File: src/hdl/nvmspc_pkg.sv
// Shared constants and types for the nonvolatile self-program control block
package nvmspc_pkg;
   // Register byte offsets on the Wishbone bus
   localparam logic [7:0] ADR_CTRL = 8'h00;
   localparam logic [7:0] ADR_KEY = 8'h04;
   localparam logic [7:0] ADR_LOC = 8'h08;
   localparam logic [7:0] ADR_VAL = 8'h0C;
   localparam logic [7:0] ADR_STAT = 8'h10;
   localparam logic [7:0] ADR_PTR = 8'h14;
   localparam logic [7:0] ADR_LATCH = 8'h18;
   // Control register fields
   localparam int B_CODE = 7;
   localparam int B_CFG = 6;
   localparam int B_ERASE = 4;
   localparam int B_PERMIT = 2;
   localparam int B_GO = 1;
   localparam int B_RDGO = 0;
   localparam logic [7:0] CTRL_WMASK = 8'hD4;
   localparam logic [7:0] CTRL_RST = 8'h00;
   // Status register fields
   localparam int S_DONE = 0;
   localparam int S_BUSY = 1;
   localparam int S_PWRT = 2;
   // Unlock keys
   localparam logic [7:0] KEY_FIRST = 8'h55;
   localparam logic [7:0] KEY_SECOND = 8'hAA;
   // Table pointer block field
   localparam int PTR_W = 22;
   localparam int BLK_LSB = 6;
   localparam int BLK_W = 16;
   // Timing: one tick is one microsecond
   localparam int TMR_W = 17;
   localparam int CLK_PERIOD_NS = 40;
   localparam int TICK_NS = 1000;
   localparam int TICK_CYC = TICK_NS / CLK_PERIOD_NS;
   localparam int ERASE_TIME_US = 2000;
   localparam int EEWR_TIME_US = 4000;
   localparam int PWRT_TIME_MS = 72;
   localparam logic [TMR_W-1:0] ERASE_TICKS_DFLT = TMR_W'(ERASE_TIME_US * 1000 / TICK_NS);
   localparam logic [TMR_W-1:0] EEWR_TICKS_DFLT = TMR_W'(EEWR_TIME_US * 1000 / TICK_NS);
   localparam logic [TMR_W-1:0] PWRT_TICKS_DFLT = TMR_W'(PWRT_TIME_MS * 1000000 / TICK_NS);
   // Main sequencer states
   typedef enum logic [1:0] {ST_PWRT, ST_IDLE, ST_EWRITE, ST_ERASE} nvmspc_st_e;
   // Unlock tracker states
   typedef enum logic [1:0] {KEY_WAIT1, KEY_WAIT2, KEY_ARMED} nvmspc_key_e;
   // Flash erase request towards the program memory
   typedef struct packed {
      logic active;
      logic [BLK_W-1:0] block;
   } nvmspc_erase_s;
endpackage

File: src/hdl/nvmspc_timer.sv
// Programming timer: microsecond tick divider and tick down-counter
`timescale 1ns/1ps
`default_nettype none
module nvmspc_timer import nvmspc_pkg::*; (
   input wire logic clk_i,
   input wire logic rst_i,
   input wire logic start_i,
   input wire logic [TMR_W-1:0] len_i,
   output logic done_o
);
   typedef struct packed {
      logic [4:0] pre;
      logic [TMR_W-1:0] left;
      logic done;
   } nvmspc_tmr_s;
   nvmspc_tmr_s r;
   nvmspc_tmr_s n;
   logic tick;

   // Divider pulse once per microsecond, then count ticks down
   always_comb begin
      n = r;
      n.done = 1'b0;
      tick = (r.pre == 5'(TICK_CYC - 1));
      n.pre = tick ? 5'h00 : r.pre + 5'h01;
      if (start_i) begin
         n.pre = 5'h00;
         n.left = len_i;
      end else if (tick && r.left != '0) begin
         n.left = r.left - TMR_W'(1);
         n.done = (r.left == TMR_W'(1));
      end
   end

   // State register
   always_ff @(posedge clk_i) begin
      if (rst_i) begin
         r <= '0;
      end else begin
         r <= n;
      end
   end

   assign done_o = r.done;
endmodule // nvmspc_timer
`default_nettype wire

File: src/hdl/nvmspc_top.sv
// Self-program control for flash block erase and data EEPROM access
// What this block does
// Firmware erase works on whole 64-byte blocks of 32 words only.
// Erase block comes from table pointer bits 21..6; bits 5..0 ignored.
// No single-word erase and no bulk erase from firmware.
// Software sets code space, clears config space, sets permit and erase.
// Erase ignores the holding latch contents.
// A cycle starts only after keys 55h then AAh, then go.
// Flash erase stalls the CPU until the programming timer ends it.
// The erase stall lasts about 2 ms.
// Read go with code space clear gives data on the next cycle.
// Value register keeps read data until next read or software write.
// Software loads location and value before the unlock keys.
// Writes refused without permit; hardware never clears permit.
// Software should disable interrupts around the key and go writes.
// Software should keep permit clear except while updating memory.
// After erase go software runs one no-op; the CPU is stalled.
// Completion clears go and sets the done flag; software clears it.
// Go needs permit already set by an earlier write.
// Control, location and value writes are ignored while a cycle runs.
// Permit clear at power-up; no EEPROM write during power-up timer.
// Keys must be consecutive key port writes; any other write restarts.
//
// Local design decisions: the Wishbone interface to the registers and the address map.
`timescale 1ns/1ps
`default_nettype none
module nvmspc_top import nvmspc_pkg::*; #(
   parameter logic [TMR_W-1:0] PWRT_TICKS = PWRT_TICKS_DFLT,
   parameter logic [TMR_W-1:0] ERASE_TICKS = ERASE_TICKS_DFLT,
   parameter logic [TMR_W-1:0] EEWR_TICKS = EEWR_TICKS_DFLT
) (
   input wire logic clk_i,
   input wire logic rst_i,
   input wire logic [7:0] wb_adr_i,
   input wire logic [31:0] wb_dat_i,
   input wire logic [3:0] wb_sel_i,
   input wire logic wb_we_i,
   input wire logic wb_cyc_i,
   input wire logic wb_stb_i,
   output logic [31:0] wb_dat_o,
   output logic wb_ack_o,
   output logic cpu_stall_o,
   output nvmspc_erase_s erase_o
);
   typedef struct packed {
      nvmspc_st_e st;
      nvmspc_key_e key;
      logic [7:0] ctrl;
      logic [7:0] loc;
      logic [7:0] val;
      logic [7:0] latch;
      logic [PTR_W-1:0] ptr;
      logic done;
      logic ack;
      logic [7:0] dat;
      logic stall;
      nvmspc_erase_s erase;
      logic tstart;
      logic [TMR_W-1:0] tlen;
   } nvmspc_state_s;

   nvmspc_state_s r;
   nvmspc_state_s n;
   logic [7:0] mem [0:255];
   logic acc;
   logic wr;
   logic busy;
   logic tdone;
   logic mem_we;
   logic [7:0] wd;

   // Programming timer shared by power-up, erase and EEPROM write
   nvmspc_timer u_timer (
      .clk_i(clk_i),
      .rst_i(rst_i),
      .start_i(r.tstart),
      .len_i(r.tlen),
      .done_o(tdone)
   );

   // Bus decode helpers
   assign acc = wb_cyc_i && wb_stb_i && !r.ack;
   assign wr = acc && wb_we_i && wb_sel_i[0];
   assign wd = wb_dat_i[7:0];
   assign busy = (r.st == ST_EWRITE) || (r.st == ST_ERASE);
   assign mem_we = tdone && (r.st == ST_EWRITE);

   // Next state: bus access, unlock tracking, cycle start and completion
   always_comb begin
      n = r;
      n.tstart = 1'b0;
      n.ack = acc;
      n.dat = 8'h00;
      if (acc && !wb_we_i) begin
         unique case (wb_adr_i)
            ADR_CTRL: n.dat = {r.ctrl[7:3], r.ctrl[B_PERMIT], busy, 1'b0};
            ADR_LOC: n.dat = r.loc;
            ADR_VAL: n.dat = r.val;
            ADR_STAT: n.dat = {5'h00, (r.st == ST_PWRT), busy, r.done};
            ADR_PTR: n.dat = r.ptr[7:0];
            ADR_LATCH: n.dat = r.latch;
            default: n.dat = 8'h00;
         endcase
      end
      if (wr) begin
         // Any write other than a correct key restarts the tracker
         n.key = KEY_WAIT1;
         unique case (wb_adr_i)
            ADR_KEY: begin
               if (r.key == KEY_WAIT1 && wd == KEY_FIRST) begin
                  n.key = KEY_WAIT2;
               end else if (r.key == KEY_WAIT2 && wd == KEY_SECOND) begin
                  n.key = KEY_ARMED;
               end
            end
            ADR_CTRL: begin
               if (!busy) begin
                  // Permit only changes by software here
                  n.ctrl = (r.ctrl & ~CTRL_WMASK) | (wd & CTRL_WMASK);
                  if (wd[B_RDGO] && !wd[B_CODE]) begin
                     n.val = mem[r.loc]; // see
                  end
                  // Go needs old permit, armed keys and an idle sequencer
                  if (wd[B_GO] && r.ctrl[B_PERMIT] && r.key == KEY_ARMED
                      && r.st == ST_IDLE && !wd[B_CFG]) begin // see see
                     if (!wd[B_CODE]) begin
                        n.st = ST_EWRITE;
                        n.tstart = 1'b1;
                        n.tlen = EEWR_TICKS;
                     end else if (wd[B_ERASE]) begin // see
                        n.st = ST_ERASE;
                        n.tstart = 1'b1;
                        n.tlen = ERASE_TICKS;
                        n.stall = 1'b1; // see
                        n.erase.active = 1'b1;
                        // Whole block from the upper pointer bits, latch unused
                        n.erase.block = r.ptr[BLK_LSB +: BLK_W]; // see see
                     end
                  end
               end
            end
            // Location and value freeze while a cycle runs
            ADR_LOC: begin
               if (!busy) begin
                  n.loc = wd;
               end
            end
            ADR_VAL: begin
               if (!busy) begin
                  n.val = wd; // see
               end
            end
            // Writing one to the done bit clears it
            ADR_STAT: begin
               if (wd[S_DONE]) begin
                  n.done = 1'b0;
               end
            end
            // Pointer takes all 22 bits and reads back as its low byte
            ADR_PTR: begin
               if (!busy) begin
                  n.ptr = PTR_W'(wb_dat_i);
               end
            end
            // Holding latch is kept for software only; erase never reads it
            ADR_LATCH: n.latch = wd;
            default: n.latch = r.latch;
         endcase
      end
      // Timer end finishes the cycle; the flag set wins over a clear
      if (tdone) begin
         unique case (r.st)
            ST_PWRT: n.st = ST_IDLE;
            ST_EWRITE, ST_ERASE: begin
               n.st = ST_IDLE;
               n.done = 1'b1;
               n.stall = 1'b0;
               n.erase.active = 1'b0;
            end
            ST_IDLE: n.st = ST_IDLE;
         endcase
      end
   end

   // State register; power-up timer starts right after reset
   always_ff @(posedge clk_i) begin
      if (rst_i) begin
         r <= '0;
         r.st <= ST_PWRT;
         r.key <= KEY_WAIT1;
         r.ctrl <= CTRL_RST;
         r.tstart <= 1'b1;
         r.tlen <= PWRT_TICKS;
      end else begin
         r <= n;
      end
   end

   // EEPROM array written when the write cycle completes
   always_ff @(posedge clk_i) begin
      if (mem_we) begin
         mem[r.loc] <= r.val;
      end
   end

   // Outputs straight from the state register
   assign wb_dat_o = {24'h000000, r.dat};
   assign wb_ack_o = r.ack;
   assign cpu_stall_o = r.stall;
   assign erase_o = r.erase;

   // Checks next to the logic
   a_go_needs_permit: assert property (@(posedge clk_i) disable iff (rst_i)
      (r.st == ST_IDLE ##1 (r.st == ST_EWRITE || r.st == ST_ERASE)) |-> $past(r.ctrl[B_PERMIT], 2))
      else $error("cycle started without earlier permit");
   a_keys_armed: assert property (@(posedge clk_i) disable iff (rst_i)
      (r.st == ST_IDLE ##1 r.st != ST_IDLE) |-> $past(r.key, 2) == KEY_ARMED)
      else $error("cycle started without unlock keys");
   a_erase_block: assert property (@(posedge clk_i) disable iff (rst_i)
      erase_o.active |-> erase_o.block == r.ptr[21:6])
      else $error("erase block differs from pointer");
   a_stall_erase: assert property (@(posedge clk_i) disable iff (rst_i)
      (r.st == ST_ERASE) |-> (cpu_stall_o && erase_o.active))
      else $error("erase without stall");
   a_done_on_end: assert property (@(posedge clk_i) disable iff (rst_i)
      (busy && tdone) |=> (r.done && r.st == ST_IDLE && !cpu_stall_o))
      else $error("completion not flagged");
   a_permit_kept: assert property (@(posedge clk_i) disable iff (rst_i)
      (r.ctrl[B_PERMIT] && !(wr && wb_adr_i == ADR_CTRL)) |=> r.ctrl[B_PERMIT])
      else $error("permit cleared by hardware");
   a_pwrt_block: assert property (@(posedge clk_i) disable iff (rst_i)
      (r.st == ST_PWRT) |=> (r.st == ST_PWRT || r.st == ST_IDLE))
      else $error("write during power-up timer");
   a_read_next: assert property (@(posedge clk_i) disable iff (rst_i)
      (wr && wb_adr_i == ADR_CTRL && wd[B_RDGO] && !wd[B_CODE] && !busy)
      |=> r.val == mem[$past(r.loc)])
      else $error("read data not ready next cycle");
   a_locked_loc: assert property (@(posedge clk_i) disable iff (rst_i)
      (busy && wr && wb_adr_i == ADR_LOC) |=> $stable(r.loc))
      else $error("location changed during cycle");
   a_key_restart: assert property (@(posedge clk_i) disable iff (rst_i)
      (wr && wb_adr_i == ADR_KEY && wd != KEY_FIRST && wd != KEY_SECOND) |=> r.key == KEY_WAIT1)
      else $error("bad key did not restart tracker");
   a_ack_once: assert property (@(posedge clk_i) disable iff (rst_i)
      (wb_cyc_i && wb_stb_i && !wb_ack_o) |=> wb_ack_o ##1 !wb_ack_o)
      else $error("ack not a single cycle");

   // Checks on locking, flags, the key tracker, erase setup, stall, reads, the data write and bus data
   // Permit starts clear and the power-up timer runs after reset
   a_permit_powerup: assert property (@(posedge clk_i) disable iff (rst_i)
      $past(rst_i) |-> (r.st == ST_PWRT && !r.ctrl[B_PERMIT]))
      else $error("permit set or timer idle after reset");
   // Go in the same write that sets permit never starts a cycle
   a_go_same_write: assert property (@(posedge clk_i) disable iff (rst_i)
      (wr && wb_adr_i == ADR_CTRL && wd[B_GO] && !r.ctrl[B_PERMIT] && !busy) |=> !busy)
      else $error("go started a cycle without earlier permit");
   // Control writes bounce off a running cycle
   a_locked_ctrl: assert property (@(posedge clk_i) disable iff (rst_i)
      (busy && wr && wb_adr_i == ADR_CTRL) |=> $stable(r.ctrl))
      else $error("control changed during cycle");
   // Value writes bounce off a running cycle
   a_locked_val: assert property (@(posedge clk_i) disable iff (rst_i)
      (busy && wr && wb_adr_i == ADR_VAL) |=> $stable(r.val))
      else $error("value changed during cycle");
   // Pointer writes bounce off a running cycle
   a_locked_ptr: assert property (@(posedge clk_i) disable iff (rst_i)
      (busy && wr && wb_adr_i == ADR_PTR) |=> $stable(r.ptr))
      else $error("pointer changed during cycle");
   // Only a code-space erase with erase select reaches the erase state
   a_erase_setup: assert property (@(posedge clk_i) disable iff (rst_i)
      (r.st == ST_ERASE) |-> (r.ctrl[B_CODE] && r.ctrl[B_ERASE] && !r.ctrl[B_CFG]))
      else $error("erase without erase setup");
   // A data write never stalls the processor
   a_stall_only_erase: assert property (@(posedge clk_i) disable iff (rst_i)
      cpu_stall_o |-> (r.st == ST_ERASE))
      else $error("stall outside flash erase");
   // Done flag stays until software writes one to it
   a_done_kept: assert property (@(posedge clk_i) disable iff (rst_i)
      (r.done && !(wr && wb_adr_i == ADR_STAT && wd[S_DONE])) |=> r.done)
      else $error("done flag cleared by hardware");
   // Any write away from the key port restarts the tracker
   a_key_intervene: assert property (@(posedge clk_i) disable iff (rst_i)
      (wr && wb_adr_i != ADR_KEY) |=> r.key == KEY_WAIT1)
      else $error("tracker survived another write");
   // Second key after the first arms the tracker
   a_key_second: assert property (@(posedge clk_i) disable iff (rst_i)
      (wr && wb_adr_i == ADR_KEY && r.key == KEY_WAIT2 && wd == KEY_SECOND)
      |=> r.key == KEY_ARMED)
      else $error("key pair did not arm");
   // Erased block stays put for the whole erase
   a_block_held: assert property (@(posedge clk_i) disable iff (rst_i)
      (erase_o.active && $past(erase_o.active)) |-> $stable(erase_o.block))
      else $error("erase block moved during erase");
   // Read go aimed at code space leaves the value register alone
   a_read_code: assert property (@(posedge clk_i) disable iff (rst_i)
      (wr && wb_adr_i == ADR_CTRL && wd[B_RDGO] && wd[B_CODE] && !busy) |=> $stable(r.val))
      else $error("code-space read changed value");
   // Completion of a data write lands the value at the location
   a_mem_written: assert property (@(posedge clk_i) disable iff (rst_i)
      mem_we |=> mem[$past(r.loc)] == $past(r.val))
      else $error("data write did not land");
   // Read data is zero outside the ack cycle
   a_dat_idle: assert property (@(posedge clk_i) disable iff (rst_i)
      !wb_ack_o |-> wb_dat_o == 32'h0)
      else $error("read data outside ack");
endmodule // nvmspc_top
`default_nettype wire

File: config.mk
export PLATFORM = sky130hd
export DESIGN_NAME = nvmspc_top
export DESIGN_NICKNAME = d
export VERILOG_FILES = /design/src/hdl/nvmspc_pkg.sv /design/src/hdl/nvmspc_timer.sv /design/src/hdl/nvmspc_top.sv
export SDC_FILE = /design/constraint.sdc
export NUM_CORES = 2
export LEC_CHECK = 0
export ABC_AREA = 1
export CORE_MARGIN = 8
export CORE_UTILIZATION = 50
export DETAILED_ROUTE_END_ITERATION = 16
export DONT_BUFFER_PORTS = 1
export PLACE_DENSITY = 0.71
export SETUP_SLACK_MARGIN = 0.3
export SYNTH_ARGS = -nofsm -noshare
export SYNTH_HDL_FRONTEND = slang
export SYNTH_HIERARCHICAL = 1
export SYNTH_SLANG_ARGS = --single-unit
File: constraint.sdc
create_clock -name clk_i -period 5 [get_ports clk_i]
set_clock_uncertainty 0.2 [all_clocks]
set_input_delay 1.25 -clock clk_i [delete_from_list [all_inputs] [get_ports clk_i]]
set_output_delay 1.25 -clock clk_i [all_outputs]
set_load 0.05 [all_outputs]
==> Word level (Yosys, flattened, before mapping) <==
Memories as Yosys holds them, arrays and structs flattened. A register that Yosys moved wholly into a read port is not among the register bits.
Cells that the tools add are included.
{ "totals": {"reg_bits": 127, "ram_bits": 2048, "input_bits": 49, "output_inout_bits": 51, "word_cells": 129, "memories": 1} }
{ "op_classes": {"add_sub_neg": 2, "eq_ne": 21, "muxes": 42, "bitwise_logic": 4, "n_reduce_logical": 41} }
{ "memory_table": {"columns": ["name", "depth", "word_bits", "read_ports", "rd_ports_with_merged_regs", "wr", "line", "source"], "rows": [
  ["mem", 256, 8, 1, 1, 1, "nvmspc_top.sv:64", "logic [7:0] mem [0:255];"]
]} }
{ "ops": {"columns": ["op", "count"], "rows": [
  ["$mux W36", 5],
  ["$mux W8", 10],
  ["$mux W59", 1],
  ["$mux W18", 3],
  ["$pmux W8 S6", 1],
  ["$mux W22", 2],
  ["$eq A8 B5 Y1 const B", 3],
  ["$mux W2", 12],
  ["$eq A17 B1 Y1 const B", 1],
  ["$mux W17", 1],
  ["$reduce_bool A17 Y1", 1],
  ["$sub A17 B1 Y17 const B", 1],
  ["$eq A8 B4 Y1 const B", 2],
  ["$pmux W8 S2", 1],
  ["$reduce_and A5 Y1", 3],
  ["$logic_and A1 B1 Y1", 14],
  ["$reduce_bool A2 Y1", 5],
  ["$reduce_and A3 Y1", 3],
  ["$eq A8 B3 Y1 const B", 1],
  ["$eq A8 B7 Y1 const B", 1],
  ["$eq A8 B8 Y1 const B", 1],
  ["$logic_not A8 Y1", 1],
  ["$ne A2 B2 Y1 const B", 4],
  ["$or A6 B8 Y8", 1],
  ["16 further kinds", 32]
]} }

==> Depth between registers and ports, before layout <==
{ "depth": {"word_depth": 10, "depth_mapped": 17, "depth_no_buf": 13} }

==> By module <==
Netlist, hierarchy kept.
{ "modules_own_cells": {"columns": ["mod", "n_inst", "cells_per_inst", "area_each_um2", "seq_area_each_um2"], "rows": [
  ["nvmspc_top", 1, 7475, 87173.6, 63460.9],
  ["nvmspc_timer", 1, 229, 1501.4, 460.4]
]} }

==> Least setup slack after synthesis <==
Ideal clock, no wire load.
{ "synth_path": {"kind": "flip-flop to flip-flop", "startpoint": "register r[78] (netlist name)", "endpoint": "memory mem[0][2], data pin", "setup_ps": 859, "arrival_time_ps": 3413, "required_time_ps": 3941, "slack_ps": 527, "path_stages_with_launch": 1, "path_buffers": 0, "synth_period_minus_slack_ps": 4473, "path_cell_list": "dfxtp_1"} }
{ "synth_lines": {"columns": ["element", "line", "source"], "rows": [
  ["from (decl)", "nvmspc_top.sv:62", "nvmspc_state_s r;"],
  ["from (signal assigned)", "nvmspc_top.sv:195", "r <= n;"],
  ["to (decl)", "nvmspc_top.sv:64", null]
]} }
Straight into the memory's write port.

==> impl_metrics.ini <==
[detailed_routing]
wl_per_cell_um = 22.4
drc = 0
vias = 58400
ant_nets = 0
routed_via_density = 5.83
finalWirelength_um = 224000
dr.pass1.iters = 6
drtIter0Drc = 7934

[power]
ir_drop_mv = 0.364
power_mw = 35.0
cellLeakagePower_nw = 31.6
powerDensity_nw_per_um2 = 362

[clock_network]
cts_sinks = 2169
numCtsBuffers = 209
cts_max_level = 4
cts_root_buf = clkbuf_16
post_cts_buffers = 0
cts.repair.resized = 0
clkSlewWorstSetupHoldPaths_ns = 0.06
cts_buffer_depth = 3
clock_latency_ns = 0.85
cts_hold_buffers = 0
cts_tree = built

[setup_path]
reg2reg_slack_ns = 1.13
worstSetupPathType = register to register
regToRegEndpoint = r[78]$_SDFFE_PP0P_
slowest_delay_ns = 0.62
path_max_fanout = 200
critical_path_required_ns = 5.55
critPathBufInv = 2
path_cells = inv_16 -> buf_4 -> nand2_1 -> nand3_1 -> nand3_1 -> nand3_1 -> nand3_1 -> nand3_1 -> nand3_1 -> nand2_1 -> nand2_1 -> nand3_1 -> nand2_1 -> a21oi_1
critPathTopFamily = simple AND/OR/NAND/NOR gates
crit_arrival_ns = 4.42
reg2reg_depth = 14
start_kind = register
endpoint_kind = register
cpMostUsedCell = nand3_1
cp_slowest_cell = inv_16

[global_route]
grt_max_degree = 201
antenna_found_initial = 7
globalRouteOverflowTotal = 0
busiest_layer = met2
gr-usage-all-layers = 0.226
use_met3 = 0.0505
grt_use_met2 = 0.362
grt_pass1_vias = 55800
grt_util_met1 = 0.299
grt_pass1_wl_um = 336000

[place]
pre_cts_ws_ns = 1.04
dpl.cell_count = 9626
io_buffers = 0
gp_congestion = 0.883
placed_area_sq_um = 90100
hpwl_um = 122000

[sta]
rsz0062_at_grt = false
setup_violations = 0
fin_crit_ns = 3.87
tightest_slew_ns = 1.22
max_slew_margin = 0.185
slew_violations = 0
fin_crit_sh = 0.774
hold_viol_final = 0
fin_setup_tns_ns = 0
fmax_mhz = 258
setup_ws_ns = 1.13

[layout]
nets = 7550
fin_cells = 10000
syn_to_final_growth_pct = 9.04
design_area_sq_um = 96700
layout-drive-gt1-share = 0.0594

[synthesis]
synth_area_sq_um = 88700
syn_inst = 7704
avgSynthCellArea_sq_um = 11.5
async_flop_share = 0
ys_ff_latch = 2169
yosysUniqueCellTypes = 50
synth_edf_count = 2048
synthFlopType = edfxtp_1
yosysWarnings = 6
yosysSeqAreaShare = 0.721

[min_path]
hp-start = r[66]$_SDFFE_PP0P_
min_path_type = register to register
hold_depth = 2
hold_path_end = r[66]$_SDFFE_PP0P_

[floorplanning]
core_area_sq_um = 176000
die_w_um = 437
die-area_sq_um = 191000
start_util = 0.504
dieHeight_um = 437
rows = 154
ioPinCount = 100

[flow_run]
max_cap_viol_count = 0

[outcome]
status = finished clean
==> per-layer routing <==
metal  share of wire  routed length [um]
met1            0.38               85200
met5         0.00015                  34
met2            0.47              105000
met4           0.045               10100
met3            0.11               23700
==> cells in the mapped netlist, types with 2 or more instances <==
library cell | number | area, sq um
buf_6 | 28 | 315
nor2_2 | 6 | 37.5
inv_2 | 10 | 37.5
o21ai_0 | 60 | 300
buf_1 | 51 | 191
nand3b_1 | 4 | 30.0
buf_4 | 69 | 518
nor2_1 | 348 | 1310
a31oi_1 | 3 | 18.8
nand4_1 | 8 | 50.1
nor3_1 | 2 | 10.0
or2_2 | 3 | 18.8
nor3_2 | 7 | 70.1
buf_2 | 284 | 1420
inv_1 | 105 | 394
a221oi_1 | 3 | 26.3
a21oi_2 | 2 | 17.5
nand3_1 | 2065 | 10300
a41oi_1 | 3 | 26.3
o21ai_1 | 8 | 40.0
xor2_1 | 6 | 52.6
a21oi_1 | 73 | 365
edfxtp_1 | 2048 | 61500
ha_1 | 4 | 50.1
dfxtp_1 | 121 | 2420
o31ai_1 | 2 | 15.0
nor4_1 | 2 | 12.5
clkbuf_1 | 120 | 450
xnor2_1 | 2 | 17.5
nand2_2 | 4 | 25.0
a211oi_1 | 3 | 22.5
nand2_1 | 2232 | 8380
==> worst min-delay path, delay by kind of cell, from the launching register on <==
family,cells,cell delay [ns]
compound gates,1,0.05
flops,1,0.30
buf+inv,1,0.05
==> through the flow <==
stage	utilization	hold WS, ns
6_report	0.549	0.246
5_1_grt	0.549	0.236
4_1_cts	0.549	0.217
3_5_place_dp	0.512	0.231
3_3_place_gp	0.512	0.229
2_1_floorplan	-	0.211
==> layout by cell type, fill, tap and decap left out, types with 31 or more instances in the layout <==
cell type	count
clkinv_2	33
edfxtp_1	2048
a21oi_1	73
nand3_1	2065
dfxtp_1	107
clkinv_1	54
inv_1	102
nor2_1	347
o21ai_0	60
conb_1	31
clkbuf_1	47
nand2_1	2229
buf_12	33
clkbuf_16	209
buf_4	71
==> registers in the layout (all words and copies together), names as in the netlist, named ones only <==
register,count
r,63
wb_ack_o,1
erase_o,17
u_timer/r,22
cpu_stall_o,1
u_timer/done_o,1
wb_dat_o,8
mem,2048
==> worst max path at each step <==
stage | end | cells after the start | startpoint | slack (ns)
6_report | r[78]$_SDFFE_PP0P_ | 14 | register | 1.13
4_1_cts | r[78]$_SDFFE_PP0P_ | 14 | register | 1.28
5_1_grt | r[79]$_SDFFE_PP0P_ | 14 | register | 0.98
2_1_floorplan | mem[0][2]$_DFFE_PP_ | 0 | r[78]$_SDFFE_PP0P_ | 0.53
3_5_place_dp | erase_o[15]$_SDFFE_PP0P_ | 7 | wb_adr_i[1] | 1.04
3_3_place_gp | erase_o[6]$_SDFFE_PP0P_ | 7 | wb_adr_i[1] | 1.19
==> final cells by class <==
class / instances / area, sq um
multi-input combinational: 4896 / 21500
timing repair buffer: 104 / 1190
clock buffer: 264 / 5510
tap: 2340 / 2930
sequential: 2169 / 64000
fill: 14100 / 79400
inverter: 117 / 475
clock inverter: 124 / 1080
antenna: 1 / 2.50
==> logic make-up (layout without fill, tap and decap cells) <==
family | Yosys count | count (layout) | share of synthesized area
other cells | 1 | 32 | 0.0000423
buf+inv | 669 | 609 | 0.0377
fa+ha+maj | 4 | 4 | 0.000564
compound gates | 161 | 161 | 0.00985
flops | 2169 | 2169 | 0.721
xor+xnor | 8 | 8 | 0.000790
simple gates | 4692 | 4692 | 0.230
==> where the power goes <==
| part | total [mW] | switching (mW) | internal, mW |
|---|---|---|---|
| Combinational | 0.161 | 0.124 | 0.0367 |
| Sequential | 19.6 | 0.0134 | 19.6 |
| Clock | 15.2 | 6.76 | 8.48 |
(Power assumes the default switching activity.)
